`config.mk`:
```
export PLATFORM = sky130hd
export DESIGN_NAME = ref_b_profile_regs
export DESIGN_NICKNAME = d
export VERILOG_FILES = /design/src/ref_b_profile_pkg.sv /design/src/profile_byte_store.sv /design/src/ref_b_profile_regs.sv
export VERILOG_INCLUDE_DIRS = /design/src
export SDC_FILE = /design/constraint.sdc
export NUM_CORES = 1
export LEC_CHECK = 0
export BUFFER_PORTS_ARGS = -buffer_cell sky130_fd_sc_hd__buf_2
export CAP_MARGIN = 30
export CORE_MARGIN = 2
export CORE_UTILIZATION = 55
export CTS_CLUSTER_DIAMETER = 50
export DETAILED_ROUTE_END_ITERATION = 8
export PLACE_DENSITY = 0.89
export SLEW_MARGIN = 20
export SYNTH_ARGS = -nofsm -noshare
export SYNTH_HDL_FRONTEND = slang
export SYNTH_SLANG_ARGS = --single-unit
```
`constraint.sdc`:
```
create_clock -name hclk -period 2.6 [get_ports hclk]
set_input_delay 0.26 -clock hclk [delete_from_list [all_inputs] [get_ports hclk]]
set_output_delay 0.26 -clock hclk [all_outputs]
set_load 0.01 [all_outputs]
```
`src/ref_b_profile_consts.svh`:
```
// Purpose: Constants for the reference B profile register bank of the first digital PLL.
// Assumes: Register indices are word indices; the bus byte address is four times the index.
// Notes: Included by the package and by both design modules.
`ifndef REF_B_PROFILE_CONSTS_SVH
`define REF_B_PROFILE_CONSTS_SVH

// Register indices as printed.
`define REF_B_SELECT_CFG_IDX 12'h44d
`define REF_B_BW_SCALE_LO_IDX 12'h44e
`define REF_B_BW_SCALE_MID_IDX 12'h44f
`define REF_B_BW_SCALE_HI_FILTER_IDX 12'h450
`define REF_B_INT_DIV_LO_IDX 12'h451
`define REF_B_INT_DIV_MID_IDX 12'h452
`define REF_B_INT_DIV_HI_IDX 12'h453
`define REF_B_FRAC_NUM_LO_IDX 12'h454
`define REF_B_FRAC_NUM_MID_IDX 12'h455
`define REF_B_FRAC_NUM_HI_IDX 12'h456
`define REF_B_FRAC_DEN_LO_IDX 12'h457
`define REF_B_FRAC_DEN_MID_IDX 12'h458
`define REF_B_FRAC_DEN_HI_IDX 12'h459
// Commit control and status register.
`define REF_B_APPLY_IDX 12'h4f0
`define PROFILE_BYTE_COUNT 13

// Relative positions inside the byte store.
`define POS_SELECT_CFG 4'h0
`define POS_BW_SCALE_HI_FILTER 4'h3
`define POS_INT_DIV_HI 4'h6

// Writable bit masks; reserved bits stay zero.
`define MASK_SELECT_CFG 8'h07
`define MASK_BW_SCALE_HI_FILTER 8'h03
`define MASK_INT_DIV_HI 8'h03
`define MASK_FULL_BYTE 8'hff

// Field positions.
`define SELECT_ENABLE_BIT 0
`define SELECT_PRIO_LSB 1
`define FILTER_HIGH_PM_BIT 1
`define BW_SCALE_BIT16 0
`define APPLY_GO_BIT 0
`define APPLY_PENDING_BIT 0

// Reset values.
`define BYTE_RESET 8'h00
`define WORD_RESET 32'h00000000

`endif

```
`src/ref_b_profile_pkg.sv`:
```
// Purpose: Types shared by the reference B profile register bank.
// Assumes: Constants come from the header.
// Notes: The profile struct is what the reference selector and loop consume.
`include "ref_b_profile_consts.svh"

package ref_b_profile_pkg;

	typedef enum logic [1:0] {
		prio_level0 = 2'b00,
		prio_level1 = 2'b01,
		prio_level2 = 2'b10,
		prio_level3 = 2'b11
	} ref_prio_e;

	typedef enum logic [1:0] {
		bus_idle = 2'b00,
		bus_read_wait = 2'b01
	} bus_state_e;

	typedef enum logic [1:0] {
		rd_mapped = 2'b00,
		rd_apply = 2'b01,
		rd_unmapped = 2'b10
	} read_kind_e;

	typedef struct packed {
		ref_prio_e priority_level;
		logic use_reference_input_b;
		logic [16:0] bw_scale;
		logic high_phase_margin;
		logic [17:0] integer_feedback_divider;
		logic [23:0] fractional_numerator;
		logic [23:0] fractional_modulus;
	} profile_s;

	typedef struct packed {
		logic hsel;
		logic [31:0] haddr;
		logic [1:0] htrans;
		logic hwrite;
		logic [2:0] hsize;
		logic [31:0] hwdata;
		logic hready;
	} ahb_req_s;

	typedef struct packed {
		logic [31:0] hrdata;
		logic hreadyout;
		logic hresp;
	} ahb_rsp_s;

endpackage : ref_b_profile_pkg

```
`src/profile_byte_store.sv`:
```
// Purpose: Small byte store holding the staged profile bytes.
// Assumes: One write and one read per cycle on hclk.
// Notes: Read data is registered and forwards a same-cycle write to the same byte.
`include "ref_b_profile_consts.svh"
`timescale 1ns/1ps

module profile_byte_store #(
	parameter int WIDTH = 8,
	parameter int DEPTH = `PROFILE_BYTE_COUNT
) (
	input wire logic hclk, // System clock.
	input wire logic hresetn, // Asynchronous reset, active low.
	input wire logic wr_en, // Write strobe.
	input wire logic [3:0] wr_pos, // Write position.
	input wire logic [WIDTH-1:0] wr_data, // Write data, already masked.
	input wire logic [3:0] rd_pos, // Read position.
	output logic [WIDTH-1:0] rd_data, // Registered read data.
	output logic [WIDTH*DEPTH-1:0] all_bytes // Every byte, low position lowest.
);

	logic [WIDTH-1:0] mem_reg [DEPTH];

	////////////////////////////////////////////////////////////////////////////////
	always_ff @(posedge hclk or negedge hresetn) begin
		if (!hresetn) begin
			for (int i = 0; i < DEPTH; i++) begin
				mem_reg[i] <= '0;
			end
		end else if (wr_en && (int'(wr_pos) < DEPTH)) begin
			mem_reg[wr_pos] <= wr_data;
		end
	end

	// Forwarding keeps a read right behind a write to the same byte from seeing stale data.
	always_ff @(posedge hclk or negedge hresetn) begin
		if (!hresetn) begin
			rd_data <= '0;
		end else if (wr_en && (wr_pos == rd_pos)) begin
			rd_data <= wr_data;
		end else if (int'(rd_pos) < DEPTH) begin
			rd_data <= mem_reg[rd_pos];
		end else begin
			rd_data <= '0;
		end
	end

	always_comb begin
		for (int i = 0; i < DEPTH; i++) begin
			all_bytes[i*WIDTH +: WIDTH] = mem_reg[i];
		end
	end

endmodule : profile_byte_store

```
`src/ref_b_profile_regs.sv`:
```
// Purpose: AHB-Lite register bank for the reference B profile of the first digital PLL.
// Assumes: Single word transfers; only the low byte of each word carries a register.
// Notes: Bytes are staged and reach the profile outputs only when software commits them.
`include "ref_b_profile_consts.svh"
`timescale 1ns/1ps

module ref_b_profile_regs (
	input wire logic hclk, // System clock, 40 MHz.
	input wire logic hresetn, // Asynchronous reset, active low.
	input wire ref_b_profile_pkg::ahb_req_s bus_req, // AHB-Lite request signals.
	output ref_b_profile_pkg::ahb_rsp_s bus_rsp, // AHB-Lite response signals.
	output ref_b_profile_pkg::profile_s profile, // Committed profile for the PLL.
	output logic frac_bypass, // Fractional divider disabled and bypassed.
	output logic commit_pending // A staged byte was written since the last commit.
);
	import ref_b_profile_pkg::*;

	////////////////////////////////////////////////////////////////////////////////
	// Decoding helpers.

	function automatic logic idx_mapped(input logic [31:0] addr);
		logic [11:0] idx;
		idx = addr[13:2];
		idx_mapped = (addr[1:0] == 2'b00) && (addr[31:14] == 18'h00000) &&
			(idx >= `REF_B_SELECT_CFG_IDX) && (idx <= `REF_B_FRAC_DEN_HI_IDX);
	endfunction : idx_mapped

	function automatic logic idx_apply(input logic [31:0] addr);
		idx_apply = (addr[1:0] == 2'b00) && (addr[31:14] == 18'h00000) &&
			(addr[13:2] == `REF_B_APPLY_IDX);
	endfunction : idx_apply

	function automatic logic [3:0] idx_pos(input logic [31:0] addr);
		logic [11:0] rel;
		rel = addr[13:2] - `REF_B_SELECT_CFG_IDX;
		idx_pos = rel[3:0];
	endfunction : idx_pos

	// Reserved bits are never stored, so they always read as zero.
	function automatic logic [7:0] byte_mask(input logic [3:0] pos);
		case (pos)
			`POS_SELECT_CFG: byte_mask = `MASK_SELECT_CFG;
			`POS_BW_SCALE_HI_FILTER: byte_mask = `MASK_BW_SCALE_HI_FILTER;
			`POS_INT_DIV_HI: byte_mask = `MASK_INT_DIV_HI;
			default: byte_mask = `MASK_FULL_BYTE;
		endcase
	endfunction : byte_mask

	function automatic logic [7:0] byte_at(input logic [8*`PROFILE_BYTE_COUNT-1:0] flat, input int pos);
		byte_at = flat[pos*8 +: 8];
	endfunction : byte_at

	////////////////////////////////////////////////////////////////////////////////
	// Bus state.

	bus_state_e state_reg;
	read_kind_e rd_kind_reg;
	logic wr_byte_reg;
	logic wr_apply_reg;
	logic [3:0] wr_pos_reg;
	logic [31:0] hrdata_reg;
	logic hreadyout_reg;
	logic pending_reg;
	profile_s profile_reg;
	logic frac_bypass_reg;

	logic addr_phase;
	logic [3:0] rd_pos;
	logic [7:0] mem_rdata;
	logic [8*`PROFILE_BYTE_COUNT-1:0] staged;
	logic commit_go;
	logic [7:0] wr_byte;
	profile_s staged_profile;

	assign addr_phase = bus_req.hsel && bus_req.htrans[1] && bus_req.hready;
	assign rd_pos = idx_pos(bus_req.haddr);
	assign commit_go = wr_apply_reg && bus_req.hwdata[`APPLY_GO_BIT];
	assign wr_byte = bus_req.hwdata[7:0] & byte_mask(wr_pos_reg);

	profile_byte_store #(
		.WIDTH(8),
		.DEPTH(`PROFILE_BYTE_COUNT)
	) u_store (
		.hclk(hclk),
		.hresetn(hresetn),
		.wr_en(wr_byte_reg),
		.wr_pos(wr_pos_reg),
		.wr_data(wr_byte),
		.rd_pos(rd_pos),
		.rd_data(mem_rdata),
		.all_bytes(staged)
	);

	// Address phase capture; writes have no wait state, reads take one.
	always_ff @(posedge hclk or negedge hresetn) begin
		if (!hresetn) begin
			state_reg <= bus_idle;
			rd_kind_reg <= rd_unmapped;
			wr_byte_reg <= 1'b0;
			wr_apply_reg <= 1'b0;
			wr_pos_reg <= 4'h0;
			hreadyout_reg <= 1'b1;
		end else begin
			wr_byte_reg <= 1'b0;
			wr_apply_reg <= 1'b0;
			case (state_reg)
				bus_idle: begin
					if (addr_phase && bus_req.hwrite) begin
						wr_byte_reg <= idx_mapped(bus_req.haddr);
						wr_apply_reg <= idx_apply(bus_req.haddr);
						wr_pos_reg <= rd_pos;
					end else if (addr_phase) begin
						if (idx_mapped(bus_req.haddr)) begin
							rd_kind_reg <= rd_mapped;
						end else if (idx_apply(bus_req.haddr)) begin
							rd_kind_reg <= rd_apply;
						end else begin
							rd_kind_reg <= rd_unmapped;
						end
						hreadyout_reg <= 1'b0;
						state_reg <= bus_read_wait;
					end
				end
				bus_read_wait: begin
					hreadyout_reg <= 1'b1;
					state_reg <= bus_idle;
				end
				default: begin
					hreadyout_reg <= 1'b1;
					state_reg <= bus_idle;
				end
			endcase
		end
	end

	// Read data is loaded at the end of the wait cycle; unmapped words read zero.
	always_ff @(posedge hclk or negedge hresetn) begin
		if (!hresetn) begin
			hrdata_reg <= `WORD_RESET;
		end else if (state_reg == bus_read_wait) begin
			case (rd_kind_reg)
				rd_mapped: hrdata_reg <= {24'h000000, mem_rdata};
				rd_apply: hrdata_reg <= {31'h00000000, pending_reg};
				default: hrdata_reg <= `WORD_RESET;
			endcase
		end
	end

	////////////////////////////////////////////////////////////////////////////////
	// Staged bytes gathered into fields.

	// Single bits are picked straight from the flat store; whole bytes go through byte_at.
	always_comb begin
		staged_profile.priority_level =
			ref_prio_e'(staged[`SELECT_PRIO_LSB +: 2]);
		staged_profile.use_reference_input_b = staged[`SELECT_ENABLE_BIT];
		staged_profile.bw_scale = {staged[8 * 3 + `BW_SCALE_BIT16],
			byte_at(staged, 2), byte_at(staged, 1)};
		staged_profile.high_phase_margin = staged[8 * 3 + `FILTER_HIGH_PM_BIT];
		staged_profile.integer_feedback_divider = {staged[8 * 6 +: 2],
			byte_at(staged, 5), byte_at(staged, 4)};
		staged_profile.fractional_numerator = {byte_at(staged, 9),
			byte_at(staged, 8), byte_at(staged, 7)};
		staged_profile.fractional_modulus = {byte_at(staged, 12),
			byte_at(staged, 11), byte_at(staged, 10)};
	end

	// Committing all fields in one edge means the loop never sees a half-written divider.
	always_ff @(posedge hclk or negedge hresetn) begin
		if (!hresetn) begin
			profile_reg <= '0;
			frac_bypass_reg <= 1'b1;
		end else if (commit_go) begin
			profile_reg <= staged_profile;
			frac_bypass_reg <= (staged_profile.fractional_modulus == 24'h000000);
		end
	end

	// A byte write marks the staging as pending; committing clears it.
	always_ff @(posedge hclk or negedge hresetn) begin
		if (!hresetn) begin
			pending_reg <= 1'b0;
		end else if (wr_byte_reg) begin
			pending_reg <= 1'b1;
		end else if (commit_go) begin
			pending_reg <= 1'b0;
		end
	end

	////////////////////////////////////////////////////////////////////////////////
	assign bus_rsp = '{hrdata: hrdata_reg, hreadyout: hreadyout_reg, hresp: 1'b0};
	assign profile = profile_reg;
	assign frac_bypass = frac_bypass_reg;
	assign commit_pending = pending_reg;

endmodule : ref_b_profile_regs

```
Word-level counts from Yosys, hierarchy flattened
Index checks and enable logic that the tools add are counted.
{"block": "totals", "regBits": 244, "latch_bits": 0, "ramBits": 0, "rom_bits": 0, "input_bits": 74, "out_inout_bits": 123, "wordCells": 96, "memories": 0}
{"block": "classes", "n_addsub": 1, "multipliers": 0, "n_div": 0, "order_cmp": 7, "eq_ne": 8, "n_shift": 0, "n_mux": 24, "bitwise_logic": 4, "reduce_logical": 22}
{"op": "$bwmux W104", "count": 1}
{"op": "$mux W8", "count": 5}
{"op": "$bmux W8 S4", "count": 1}
{"op": "$demux W8 S4", "count": 1}
{"op": "$pmux W8 S2", "count": 2}
{"op": "$logic_not A24 Y1", "count": 1}
{"op": "$logic_not A18 Y1", "count": 1}
{"op": "$eq A12 B11 Y1 const B", "count": 1}
{"op": "$ge A12 B11 Y1 const B", "count": 1}
{"op": "$le A12 B11 Y1 const B", "count": 1}
{"op": "$logic_and A1 B1 Y1", "count": 11}
{"op": "$ge A5 B5 Y1 const B", "count": 2}
{"op": "$mux W2", "count": 5}
{"op": "$not A4 Y5", "count": 2}
{"op": "$mux W1", "count": 9}
{"op": "$and A8 B8 Y8", "count": 1}
{"op": "$lt A4 B4 Y1 const B", "count": 2}
{"op": "$logic_not A2 Y1", "count": 3}
{"op": "$lt A5 B1 Y1 const B", "count": 1}
{"op": "$eq A2 B1 Y1 const B", "count": 2}
{"op": "$eq A4 B2 Y1 const B", "count": 1}
{"op": "$eq A4 B3 Y1 const B", "count": 1}
{"op": "$eq A4 B4 Y1", "count": 1}
{"op": "$logic_not A4 Y1", "count": 1}
{"op": "7 further kinds", "count": 9}

Depth between registers and ports, before layout
Gate-level depths: netlist (run 1).
{"block": "depth", "depth_word": 7, "ltp_mapped": 12, "ltp_nobuf": 7}

Hierarchy
From an unflattened synthesis (run 1), not the netlist that was laid out.
{"block": "unflattened", "cells_unflattened": 720, "area_unflattened_um2": 9661.8}
{"mod": "profile_byte_store", "n_inst": 1, "cells_per_inst": 388, "area_each_um2": 5098.6, "seq_area_each_um2": 2802.7}
{"mod": "ref_b_profile_regs", "n_inst": 1, "cells_per_inst": 332, "area_each_um2": 4563.1, "seq_area_each_um2": 2681.3}

Worst setup path before layout (run 1)
Ideal clock, no wire load.
{"block": "synth_path", "path_kind": "input port to flip-flop", "from": "input port bus_req[41] (netlist bit)", "to": "register u_store.rd_data[5]", "setup_time_ps": 129, "t_arrival_ps": 2531, "required_ps": 2471, "slack_ps": -60, "path_stages": 11, "n_path_buf": 5, "cell_sequence": "buf_6 -> buf_8 -> buf_4 -> inv_2 -> ha_1 -> buf_2 -> clkbuf_1 -> mux4_2 -> mux2_2 -> a222oi_1 -> o2bb2ai_1"}
{"block": "synth_between", "elab_chain_len": 7, "word_cells_on_any_way": 10, "cone_classes": "add/sub: 1; order compare: 1; eq/ne: 1; mux: 5; bitwise: 1; reduce/logical: 1"}
{"element": "start: declaration", "line": "ref_b_profile_regs.sv:10", "rtl": "input wire ref_b_profile_pkg::ahb_req_s bus_req,"}
{"element": "$sub A4 B4 Y4 (no line) (*)"}
{"element": "named net rd_pos[0]", "line": "ref_b_profile_regs.sv:68", "rtl": "logic [3:0] rd_pos;"}
{"element": "$not A4 Y5 (implied by the code)", "line": "profile_byte_store.sv:41", "rtl": "rd_data <= mem_reg[rd_pos];"}
{"element": "$bmux W8 S4", "line": "profile_byte_store.sv:41"}
{"element": "$mux W8 (implied by the code) (2 in series)", "line": "profile_byte_store.sv:41"}
{"element": "$mux W8", "line": "profile_byte_store.sv:40", "rtl": "end else if (int'(rd_pos) < DEPTH) begin"}
{"element": "$mux W8 (*)", "line": "profile_byte_store.sv:38", "rtl": "end else if (wr_en && (wr_pos == rd_pos)) begin"}
{"element": "end signal: assignment", "line": "profile_byte_store.sv:39", "rtl": "rd_data <= wr_data;"}
{"element": "end signal: assignment", "line": "profile_byte_store.sv:41"}
{"element": "end: declaration", "line": "profile_byte_store.sv:17", "rtl": "output logic [WIDTH-1:0] rd_data,"}
Mark *: on every way through the listed nets, which the timed path passes. The rest lies on a longest branch. The select of a mux whose other input is x is not followed.
A chain may end at the register's enable or synchronous reset.

Worst setup path in the final report (run 1)
{"block": "layout_path", "from": "register wr_pos_reg[0]", "to": "register u_store.mem_reg, in the netlist u_store.all_bytes[65]"}
{"block": "layout_between", "elab_chain_len": 6, "word_cells_on_any_way": 9, "cone_classes": "order compare: 3; mux: 3; bitwise: 1; reduce/logical: 2"}
{"element": "start: declaration", "line": "ref_b_profile_regs.sv:60", "rtl": "logic [3:0] wr_pos_reg;"}
{"element": "start signal: assignment", "line": "ref_b_profile_regs.sv:111", "rtl": "wr_pos_reg <= rd_pos;"}
{"element": "$not A4 Y5 (implied by the code)", "line": "profile_byte_store.sv:30", "rtl": "mem_reg[wr_pos] <= wr_data;"}
{"element": "$ge A5 B5 Y1 (implied by the code) or $lt A5 B1 Y1 (tied branches)", "line": "profile_byte_store.sv:30"}
{"element": "$logic_and A1 B1 Y1 (implied by the code)", "line": "profile_byte_store.sv:30"}
{"element": "$mux W8 (implied by the code)", "line": "profile_byte_store.sv:30"}
{"element": "$demux W8 S4", "line": "profile_byte_store.sv:30"}
{"element": "$bwmux W104", "line": "profile_byte_store.sv:30"}
{"element": "end signal: indexed assignment", "line": "profile_byte_store.sv:30"}
{"element": "end: declaration", "line": "profile_byte_store.sv:21", "rtl": "logic [WIDTH-1:0] mem_reg [DEPTH];"}
Several ways; a longest one is shown, not always the timed one.

==> flow_summary.yaml, run 1 <==
run_status:
  status: "complete, no violations"
min_path:
  min-delay-start: "bus_req[38]"
  hold_end: "state_reg[0]$_DFFE_PN0P_"
  hold_path_depth: 3
  hold_path_class: "in -> reg"
route:
  viasPerCell: 5.913
  avgRoutedWirePerCell_microns: 21.52
  drt_wl_total_mm: 23.27
  vias: 6392
  postRouteAntennaNets: 0
  drc: 0
  drt_iter0_drc: 444
  dr.pass1.iters: 6
pwr:
  leakagePower_nw: 5.883
  p_int_mw: 5.452
  swShare_pct: 24.20
  p_per_area_nw_per_um2: 644.0
  p_seq_share_pct: 49.2
  vdd_ir_drop_max_uv: 548.4
  power_switching_mw: 1.741
  p_total_mw: 7.193
  p_comb_share_pct: 8.4
  p_clk_share_pct: 42.4
placed_design:
  dpl_cell_area_sq_um: 10460
  dp.cells: 1042
  dp_hpwl_mm: 15.70
  numPortBuffers: 143
  finalWeightedCongestion: 0.9153
logic_synthesis:
  synth.top_cells.by_area: "dfrtp_1 57%, mux2_2 19%, mux4_2 4.3%"
  ys.flop_type: "dfrtp_1"
  synth_edf_count: 0
  ys_seq_area_share_pct: 57.63
  synth_top_cell_area_share_pct: 56.80
  synth.ff_latch_count: 219
  synth_area_per_cell_sq_um: 13.77
  ys_warn_count: 0
  synth_most_common_cell: "dfrtp_1"
  synthTopCellsByCount: "216 x dfrtp_1, 158 x mux2_2, 47 x nand2_1"
  syn-cell-area_sq_um: 9515
  synthArstFlopShare_pct: 100.0
  synth_largest_area_cell: "dfrtp_1"
  ys_types: 50
  syn_inst: 691
timing:
  hold_slack_ns: 0.1346
  fin_crit_ns: 2.121
  finalCritPeriodShare_pct: 81.59
  fmax_mhz: 471.4
  setup_tns_ns: 0
  skew_ns: 0.01004
  hold_viol: 0
  slew_violations: 0
  tightestPinTransition_ns: 0.7169
  rsz0062_at_grt: "no"
  slew_headroom_pct: 52.03
  setup_violations: 0
critical_path:
  worstPathArrival_ns: 2.52
  reg2reg_from: "wr_pos_reg[0]$_DFFE_PN0P_"
  critPathMaxFanout: 14
  path_class: "reg -> reg"
  rr_endpoint: "u_store.all_bytes[65]$_DFFE_PN0P_"
  crit_chain: "nor3b_1 -> nand3b_1 -> mux2_2"
  cp.required_ns: 2.99
  worstSetupEndpointType: "flip-flop"
  worst-r2r-setup-slack_ns: 0.48
  reg2regPathDepth: 3
  cp_slowest_stage_delay_ns: 0.54
  cp-start-kind: "flip-flop"
  slowest_stage: "nor3b_1"
clock_network:
  cts_tree: "yes"
  postCtsHoldBufs: 2
  cts_made_buffers: 23
  clk-insertion-delay-late_ns: 0.51
  clock-sinks: 219
  clkTransAtPathRegs_ns: 0.07
  post-cts-setup-buffers: 0
  ctsHtreeMaxLevel: 1
  root_buffer: "clkbuf_16"
  cts_buffer_depth: 3
  cts_resized: 0
die:
  die_w_microns: 135.5
  fp-row-count: 48
  die-area_sq_um: 18370
  die_h_microns: 135.5
  io_pins: 197
  core_area_sq_um: 17120
  start_util_pct: 55.59
final_layout:
  drive_gt1_share_pct: 44.51
  finalNonFillerCells: 1081
  fin_area_sq_um: 11170
  fin_nets: 922
  largest_reg_flops: 104
  synthToLayoutAreaGrowth_pct: 17.37
  diodes: 0
global_routing:
  grt_pass1_vias: 6480
  grtUsageTotal_pct: 26.06
  grt_max_degree: 73
  grt_pass1_wl_mm: 36.69
  grt-ovfl-total: 0
  antenna_found_initial: 0
job:
  drv_cap: 0
-- critical path: cells and delay by family, from the launching register on --
kind          cells  cell delay, ns
simple gates      2            1.06
flops             1            0.51
mux               1            0.44
-- metal layers --
| layer | vias to the layer above | GRT usage [%] | share of wire [%] |
|---|---|---|---|
| met1 | 3216 | 34.46 | 40 |
| met2 | 373 | 41.65 | 47 |
| met5 | - | 0 | 0 |
| li1 | 2745 | - | - |
| met3 | 58 | 6.210 | 9.1 |
| met4 | 0 | 11.34 | 3.8 |
-- cell families (layout without fill, tap and decap cells) --
kind of cell | after synthesis | after routing | synth area share [%]
adder cells (fa/ha/maj) | 4 | 4 | 0.5260
multiplexers | 184 | 184 | 24.84
AO/OA/AOI/OAI | 66 | 66 | 4.405
AND/OR/NAND/NOR | 136 | 136 | 7.456
flip-flops | 219 | 219 | 57.63
buffers and inverters | 75 | 216 | 4.326
XOR/XNOR | 6 | 6 | 0.7758
other | 1 | 25 | 0.03941
-- stage by stage --
stage | worst slack (ns) | utilization [%]
after floorplan | 0.08360 | -
after global placement | 0.4155 | 61.08
after detailed placement | 0.3692 | 61.08
after CTS | 0.5419 | 65.25
after global routing | 0.3477 | 65.25
final | 0.4787 | 65.25
-- power groups by stage --
stage | clock network [mW] | logic, mW | registers [mW]
2_1_floorplan | 0 | 0.386 | 3.55
3_3_place_gp | 0 | 0.557 | 3.59
3_5_place_dp | 0 | 0.577 | 3.59
4_1_cts | 3.08 | 0.597 | 3.53
5_1_grt | 3.21 | 0.658 | 3.54
6_report | 3.05 | 0.605 | 3.54
-- worst max-delay path by stage --
stage                               from                                end  slack (ns)  cells past startpoint
2_1_floorplan                bus_req[41]       u_store.rd_data[5]$_DFF_PN0_        0.08                     11
3_3_place_gp                 bus_req[41]       u_store.rd_data[6]$_DFF_PN0_        0.42                      8
3_5_place_dp                 bus_req[41]       u_store.rd_data[4]$_DFF_PN0_        0.37                      6
4_1_cts        wr_pos_reg[0]$_DFFE_PN0P_  u_store.all_bytes[65]$_DFFE_PN0P_        0.54                      3
5_1_grt        wr_pos_reg[0]$_DFFE_PN0P_  u_store.all_bytes[65]$_DFFE_PN0P_        0.35                      3
6_report       wr_pos_reg[0]$_DFFE_PN0P_  u_store.all_bytes[65]$_DFFE_PN0P_        0.48                      3
-- area by class of cell --
cell class,count,area (sq um)
fillers,1174,5948
flip-flops and latches,219,5484
multi-input cells,421,3717
repair buffers,167,947.2
clock buffers,33,663.1
well taps,225,281.5
inverters,12,45.04
clock inverters,4,30.03
-- placed cells by master, fill, tap and decap left out, drive strengths merged, types with 4 or more instances in the layout --
cell | netlist | final
dfrtp | 216 | 216
buf | 39 | 164
mux2 | 159 | 159
nand2 | 47 | 47
o21ai | 42 | 42
clkbuf | 24 | 34
conb | 1 | 25
mux4 | 24 | 24
and2 | 18 | 18
nor2 | 15 | 15
inv | 12 | 14
nand3 | 12 | 12
nor4 | 11 | 11
a222oi | 8 | 8
nor2b | 6 | 6
o2bb2ai | 5 | 5
xor2 | 5 | 5
and3 | 4 | 4
nand2b | 4 | 4
nand3b | 4 | 4
ha | 4 | 4
No activity file was read; power rests on OpenSTA's default activity.
==> run 2: changes to the inputs <==
--- a/config.mk
+++ b/config.mk
@@ -9,10 +9,10 @@
 export BUFFER_PORTS_ARGS = -buffer_cell sky130_fd_sc_hd__buf_2
 export CAP_MARGIN = 30
 export CORE_MARGIN = 2
-export CORE_UTILIZATION = 55
+export CORE_UTILIZATION = 50
 export CTS_CLUSTER_DIAMETER = 50
 export DETAILED_ROUTE_END_ITERATION = 8
-export PLACE_DENSITY = 0.89
+export PLACE_DENSITY = 0.86
 export SLEW_MARGIN = 20
 export SYNTH_ARGS = -nofsm -noshare
 export SYNTH_HDL_FRONTEND = slang
==> constraint.sdc (replaced) <==
create_clock -name hclk -period 1.8 [get_ports hclk]
set_input_delay 0.18 -clock hclk [delete_from_list [all_inputs] [get_ports hclk]]
set_output_delay 0.18 -clock hclk [all_outputs]
set_load 0.01 [all_outputs]
==> run 2 against run 1 <==
Largest power group unchanged; the flow now finishes with violations (setup timing); final cell count rose by 5.9%; die area rose by 9.7%; maximum frequency rose by 11%; flip-flop and latch count did not move; clock-buffer cell count fell by 5; highest routed layer unchanged; worst setup slack got worse by 0.60 ns.
==> flow_summary.yaml, run 2 (synthesis gave the netlist of run 1 again) <==
run_status:
  status: "complete, but fails checks"
  violations: "setup timing"
final_layout:
  drive_gt1_share_pct: 50.16
  fin_nets: 974
  diodes: 0
  synthToLayoutAreaGrowth_pct: 22.89
  fillCellCount: 1368
  layout.area.seq_sq_um: 5492
  multi_input_area_sq_um: 3742
  largest_reg_flops: 104
  layout_commonest_cell: "dfrtp_1"
  layout_common_cells: "210 x dfrtp_1, 157 x mux2_2, 142 x buf_2"
  finalNonFillerCells: 1145
clock_network:
  cts_tree: "yes"
  clkTransAtPathRegs_ns: 0.07
  cts_buffer_depth: 3
  root_buffer: "clkbuf_16"
  clk-insertion-delay-late_ns: 0.52
  clock-sinks: 219
  ctsHtreeMaxLevel: 1
  cts_made_buffers: 24
timing:
  finalCritPeriodShare_pct: 106.6
  hold_viol: 0
  setup_tns_ns: -1.205
  skew_ns: 0.01768
  tightestPinTransition_ns: 0.5364
  fmax_mhz: 521.3
  setup_violations: 32
  slew_violations: 0
  slew_headroom_pct: 63.73
  finalWorstSetupSlack_ns: -0.1185
  fin_crit_ns: 1.918
  rsz0062_at_grt: "yes"
placed_design:
  numPortBuffers: 143
  dp_hpwl_mm: 17.01
  dp.cells: 1087
  preCtsSetupSlack_ns: -0.2641
  finalWeightedCongestion: 0.9189
die:
  io_pins: 197
  die-area_sq_um: 20150
  die_w_microns: 142.0
  start_util_pct: 50.87
  fp-row-count: 50
  die_h_microns: 142.0
  core_area_sq_um: 18710
route:
  avgRoutedWirePerCell_microns: 21.35
  vias: 6582
  drc: 0
  dr.pass1.iters: 5
  viasPerCell: 5.748
  drt_iter0_drc: 587
  drt_wl_total_mm: 24.44
  postRouteAntennaNets: 0
global_routing:
  grt_pass1_vias: 6763
  grtUsageTotal_pct: 23.98
  antenna_found_initial: 0
  grt-ovfl-total: 0
  grt_max_degree: 63
  grt_pass1_wl_mm: 37.21
min_path:
  hold_end: "wr_byte_reg$_DFF_PN0_"
  hold_path_depth: 3
  min-delay-start: "bus_req[46]"
  hold_path_class: "in -> reg"
critical_path:
  rr_endpoint: "u_store.all_bytes[14]$_DFFE_PN0P_"
  slowest_stage: "dfrtp_2"
  reg2regPathDepth: 4
  reg2reg_from: "wr_pos_reg[1]$_DFFE_PN0P_"
  cp-start-kind: "flip-flop"
  crit_chain: "nand3b_1 -> or3_1 -> buf_4 -> o21ai_0"
  critical_path.top_delay_family: "simple AND/OR/NAND/NOR gates"
  cp_num_buf_inv: 1
  path_class: "reg -> reg"
  worstSetupEndpointType: "flip-flop"
  cp.required_ns: 2.18
  worstPathArrival_ns: 2.30
  critPathMaxFanout: 12
  cp_slowest_stage_delay_ns: 0.47
  worst-r2r-setup-slack_ns: -0.12
pwr:
  leakagePower_nw: 6.161
  vdd_ir_drop_max_uv: 671.7
  p_per_area_nw_per_um2: 908.6
job:
  drv_cap: 0
run 2: cell types whose count changed in the layout (fill, tap and decap cells not counted), sizes merged:
cell	before	now
buf	164	215
clkinv	2	9
clkbuf	34	29
clkinvlp	0	1
inv	14	15
run 2: power by group:
part / switching [mW] / internal (mW) / total [mW] / leakage, nW
combinational: 0.584 / 0.381 / 0.965 / 2.92
sequential: 0.0744 / 5.01 / 5.08 / 2.87
clock: 1.99 / 2.59 / 4.58 / 0.367
total: 2.64 / 7.98 / 10.6 / 6.16
run 2: timing repair:
action,4_1_cts,5_1_grt
gates resized for setup,2,16
endpoints found under the hold margin,57,0
hold buffers,2,0
pin swaps,1,7
endpoints found under the setup margin,38,53
buffers inserted,1,14
run 2: cell type report:
| cell class | count | share of cell area, % |
|---|---|---|
| inverter | 12 | 0.4280 |
| multi-input combinational | 421 | 32.00 |
| sequential | 219 | 46.96 |
| timing repair buffer | 218 | 11.83 |
| clock inverter | 13 | 0.7383 |
| tap | 234 | 2.504 |
| clock buffer | 28 | 5.532 |
run 2: per-layer routing:
layer / routed length [microns] / track usage, % / vias to the layer above
li1: - / - / 2841
met1: 9954 / 31.62 / 3287
met2: 11390 / 38.76 / 386
met3: 2194 / 5.821 / 68
met4: 908 / 9.421 / 0
met5: 0 / 0 / -
run 2: worst max path at each step:
stage	startpoint	end	slack, ns	cells after the start
finish	wr_pos_reg[1]$_DFFE_PN0P_	u_store.all_bytes[14]$_DFFE_PN0P_	-0.12	4
global route	wr_pos_reg[1]$_DFFE_PN0P_	u_store.all_bytes[14]$_DFFE_PN0P_	-0.13	4
CTS	u_store.all_bytes[79]$_DFFE_PN0P_	u_store.rd_data[7]$_DFF_PN0_	0.005	4
detailed placement	bus_req[42]	u_store.rd_data[3]$_DFF_PN0_	-0.26	8
global placement	bus_req[41]	u_store.rd_data[6]$_DFF_PN0_	-0.14	7
floorplan	bus_req[41]	u_store.rd_data[5]$_DFF_PN0_	-0.36	11
run 2: through the flow:
stage	utilization [%]	area [sq um]	total power, mW	hold slack (ns)
after floorplan	-	9688	5.719	-0.1156
after CTS	61.88	11570	10.63	0.01965
final	62.52	11690	10.62	0.02843
after global placement	57.79	10810	6.036	0.2096
after detailed placement	57.79	10810	6.073	0.2117
after global routing	62.52	11690	10.99	0.04928
run 2: worst register-to-register path: stages (launching register included):
cell and delay [ns]:
dfrtp_2 0.47, nand3b_1 0.26, or3_1 0.46, buf_4 0.23, o21ai_0 0.36
==> run 3: changes to the inputs <==
--- a/config.mk
+++ b/config.mk
@@ -6,13 +6,14 @@
 export SDC_FILE = /design/constraint.sdc
 export NUM_CORES = 1
 export LEC_CHECK = 0
+export ABC_AREA = 1
 export BUFFER_PORTS_ARGS = -buffer_cell sky130_fd_sc_hd__buf_2
 export CAP_MARGIN = 30
 export CORE_MARGIN = 2
 export CORE_UTILIZATION = 50
 export CTS_CLUSTER_DIAMETER = 50
 export DETAILED_ROUTE_END_ITERATION = 8
-export PLACE_DENSITY = 0.86
+export PLACE_DENSITY = 0.85
 export SLEW_MARGIN = 20
 export SYNTH_ARGS = -nofsm -noshare
 export SYNTH_HDL_FRONTEND = slang
==> run 3 against run 2 <==
Clock-buffer cell count grew 6; largest power group unchanged; maximum frequency grew 11%; utilization shrank 1.6 points; design area grew 1.1%; synthesized area grew 3.3%; hold slack gained 0.017 ns; the flow now finishes without violations; largest cell class unchanged.
==> flow_summary.yaml, run 3 <==
final_layout:
  fin_area_sq_um: 11820
  layout.area.seq_sq_um: 5484
  postLayoutCoreUtil_pct: 60.92
  synthToLayoutAreaGrowth_pct: 20.20
  largest_reg_flops: 104
  drive_gt1_share_pct: 18.39
  fin_nets: 1443
  diodes: 0
  multi_input_area_sq_um: 3568
  layout_commonest_cell: "nand2_1"
  layout_common_cells: "391 x nand2_1, 216 x dfrtp_1, 142 x buf_2"
  fillCellCount: 1625
die:
  die-area_sq_um: 20800
  core_area_sq_um: 19400
  die_w_microns: 144.2
  fp-row-count: 51
  die_h_microns: 144.2
  io_pins: 197
  start_util_pct: 50.68
pwr:
  p_total_mw: 11.10
  vdd_ir_drop_max_uv: 584.5
  p_per_area_nw_per_um2: 939.7
  leakagePower_nw: 6.432
global_routing:
  grt_pass1_wl_mm: 42.72
  grt-ovfl-total: 0
  grtUsageTotal_pct: 26.45
  grt_pass1_vias: 8246
  antenna_found_initial: 0
  grt_max_degree: 78
clock_network:
  cts_buffer_depth: 3
  cts_tree: "yes"
  cts_made_buffers: 24
  clkTransAtPathRegs_ns: 0.06
  post-cts-setup-buffers: 0
  ctsHtreeMaxLevel: 1
  clk-insertion-delay-late_ns: 0.52
  clock-sinks: 219
  root_buffer: "clkbuf_16"
logic_synthesis:
  synth_largest_area_cell: "dfrtp_1"
  ys_types: 31
  synth_area_per_cell_sq_um: 8.153
  syn-cell-area_sq_um: 9832
  synthArstFlopShare_pct: 100.0
  synth_top_cell_area_share_pct: 54.98
  ys_warn_count: 0
  synth.ff_latch_count: 219
  ys_seq_area_share_pct: 55.78
  synth.top_cells.by_area: "dfrtp_1 55%, nand2_1 15%, o21ai_0 6.4%"
  syn_inst: 1206
  synth_most_common_cell: "nand2_1"
  ys.flop_type: "dfrtp_1"
  synth_edf_count: 0
  synthTopCellsByCount: "393 x nand2_1, 216 x dfrtp_1, 125 x o21ai_0"
route:
  drc: 0
  vias: 8629
  postRouteAntennaNets: 0
  dr.pass1.iters: 5
  drt_wl_total_mm: 27.47
  drt_iter0_drc: 766
  viasPerCell: 5.242
  avgRoutedWirePerCell_microns: 16.69
critical_path:
  cp_num_buf_inv: 1
  critical_path.top_delay_family: "simple AND/OR/NAND/NOR gates"
  crit_chain: "inv_2 -> nand2_1 -> nor2_1 -> nor2_2 -> nand2_2 -> nor2_2 -> nand2_1 -> o21ai_0"
  cp.required_ns: 2.22
  worstPathArrival_ns: 2.15
  path_class: "reg -> reg"
  critPathMaxFanout: 11
  cp_slowest_stage_delay_ns: 0.51
  slowest_stage: "nor2_2"
  cp-start-kind: "flip-flop"
  worstSetupEndpointType: "flip-flop"
timing:
  rsz0062_at_grt: "yes"
  hold_viol: 0
  finalCritPeriodShare_pct: 95.70
  setup_violations: 0
  fmax_mhz: 580.5
  setup_tns_ns: 0
  slew_headroom_pct: 58.43
  fin_crit_ns: 1.723
  skew_ns: 0.01437
  slew_violations: 0
  hold_slack_ns: 0.04518
  tightestPinTransition_ns: 0.6229
placed_design:
  dpl_cell_area_sq_um: 10980
  dp_hpwl_mm: 19.39
  finalWeightedCongestion: 0.9743
  numPortBuffers: 143
min_path:
  hold_path_class: "in -> reg"
run_status:
  status: "complete, no violations"
job:
  drv_cap: 0
## run 3: cell count changes in the layout (fill, tap and decap cells not counted), moves of 53 or more
cell / change
o21ai_0: +93
mux2_2: -157
nand2_1: +345
nor2_1: +53
nand3_1: +93
inv_1: +102
## run 3: routing by layer
metal	global-route usage (%)	wire length, microns
met3	5.397	2430
met5	0	0
met4	11.91	1167
met2	42.18	12720
met1	35.23	11160
## run 3: final timing paths
check | start | to | slack [ns] | cells after the start
max | wr_pos_reg[3]$_DFFE_PN0P_ | u_store.all_bytes[101]$_DFFE_PN0P_ | 0.08 | 8
min | bus_req[46] | wr_apply_reg$_DFF_PN0_ | 0.05 | 5
min in group asynchronous | hresetn | profile[16]$_DFFE_PN0P_ | 0.21 | 2
min reg2reg | u_store.all_bytes[51]$_DFFE_PN0P_ | u_store.all_bytes[51]$_DFFE_PN0P_ | 0.47 | 2
max in group asynchronous | hresetn | hreadyout_reg$_DFFE_PN1P_ | 0.94 | 3
max reg2reg | wr_pos_reg[3]$_DFFE_PN0P_ | u_store.all_bytes[101]$_DFFE_PN0P_ | 0.08 | 8
## run 3: layout make-up
class | count | area share (%)
sequential | 219 | 46.41
clock inverter | 8 | 0.8047
clock buffer | 34 | 5.823
timing repair buffer | 191 | 9.984
tap | 265 | 2.806
inverter | 124 | 3.981
multi-input combinational | 805 | 30.20
## run 3: worst min-delay path: cells and delay by family
| family | cells | cell delay [ns] |
|---|---|---|
| buffers and inverters | 1 | 0.11 |
| AND/OR/NAND/NOR | 4 | 0.24 |
## run 3: report_power, final
part	internal, mW	total (mW)	leakage [nW]	switching [mW]
Combinational	0.400	1.20	3.48	0.803
Clock	2.83	4.80	0.386	1.97
Sequential	5.03	5.10	2.56	0.0723
## run 3: timing repair
action / CTS / global route
setup endpoints to repair: 38 / 29
pin swaps: 0 / 0
gates resized for setup: 4 / 2
hold buffers: 3 / 0
endpoints found under the hold margin: 48 / 0
## run 3: through the flow
stage	worst slack (ns)	instances
finish	0.07740	1646
global route	-0.05379	1646
floorplan	0.02168	1230
CTS	0.06547	1646
global placement	-0.08435	1601
detailed placement	-0.1774	1601
## run 3: kinds of logic (layout without fill, tap and decap cells)
family / count (synthesis) / count (layout) / share of synthesized area [%]
other cells: 1 / 25 / 0.03814
fa+ha+maj: 4 / 4 / 0.5091
buf+inv: 206 / 357 / 9.328
simple gates: 597 / 597 / 24.85
compound gates: 179 / 179 / 9.494
flops: 219 / 219 / 55.78
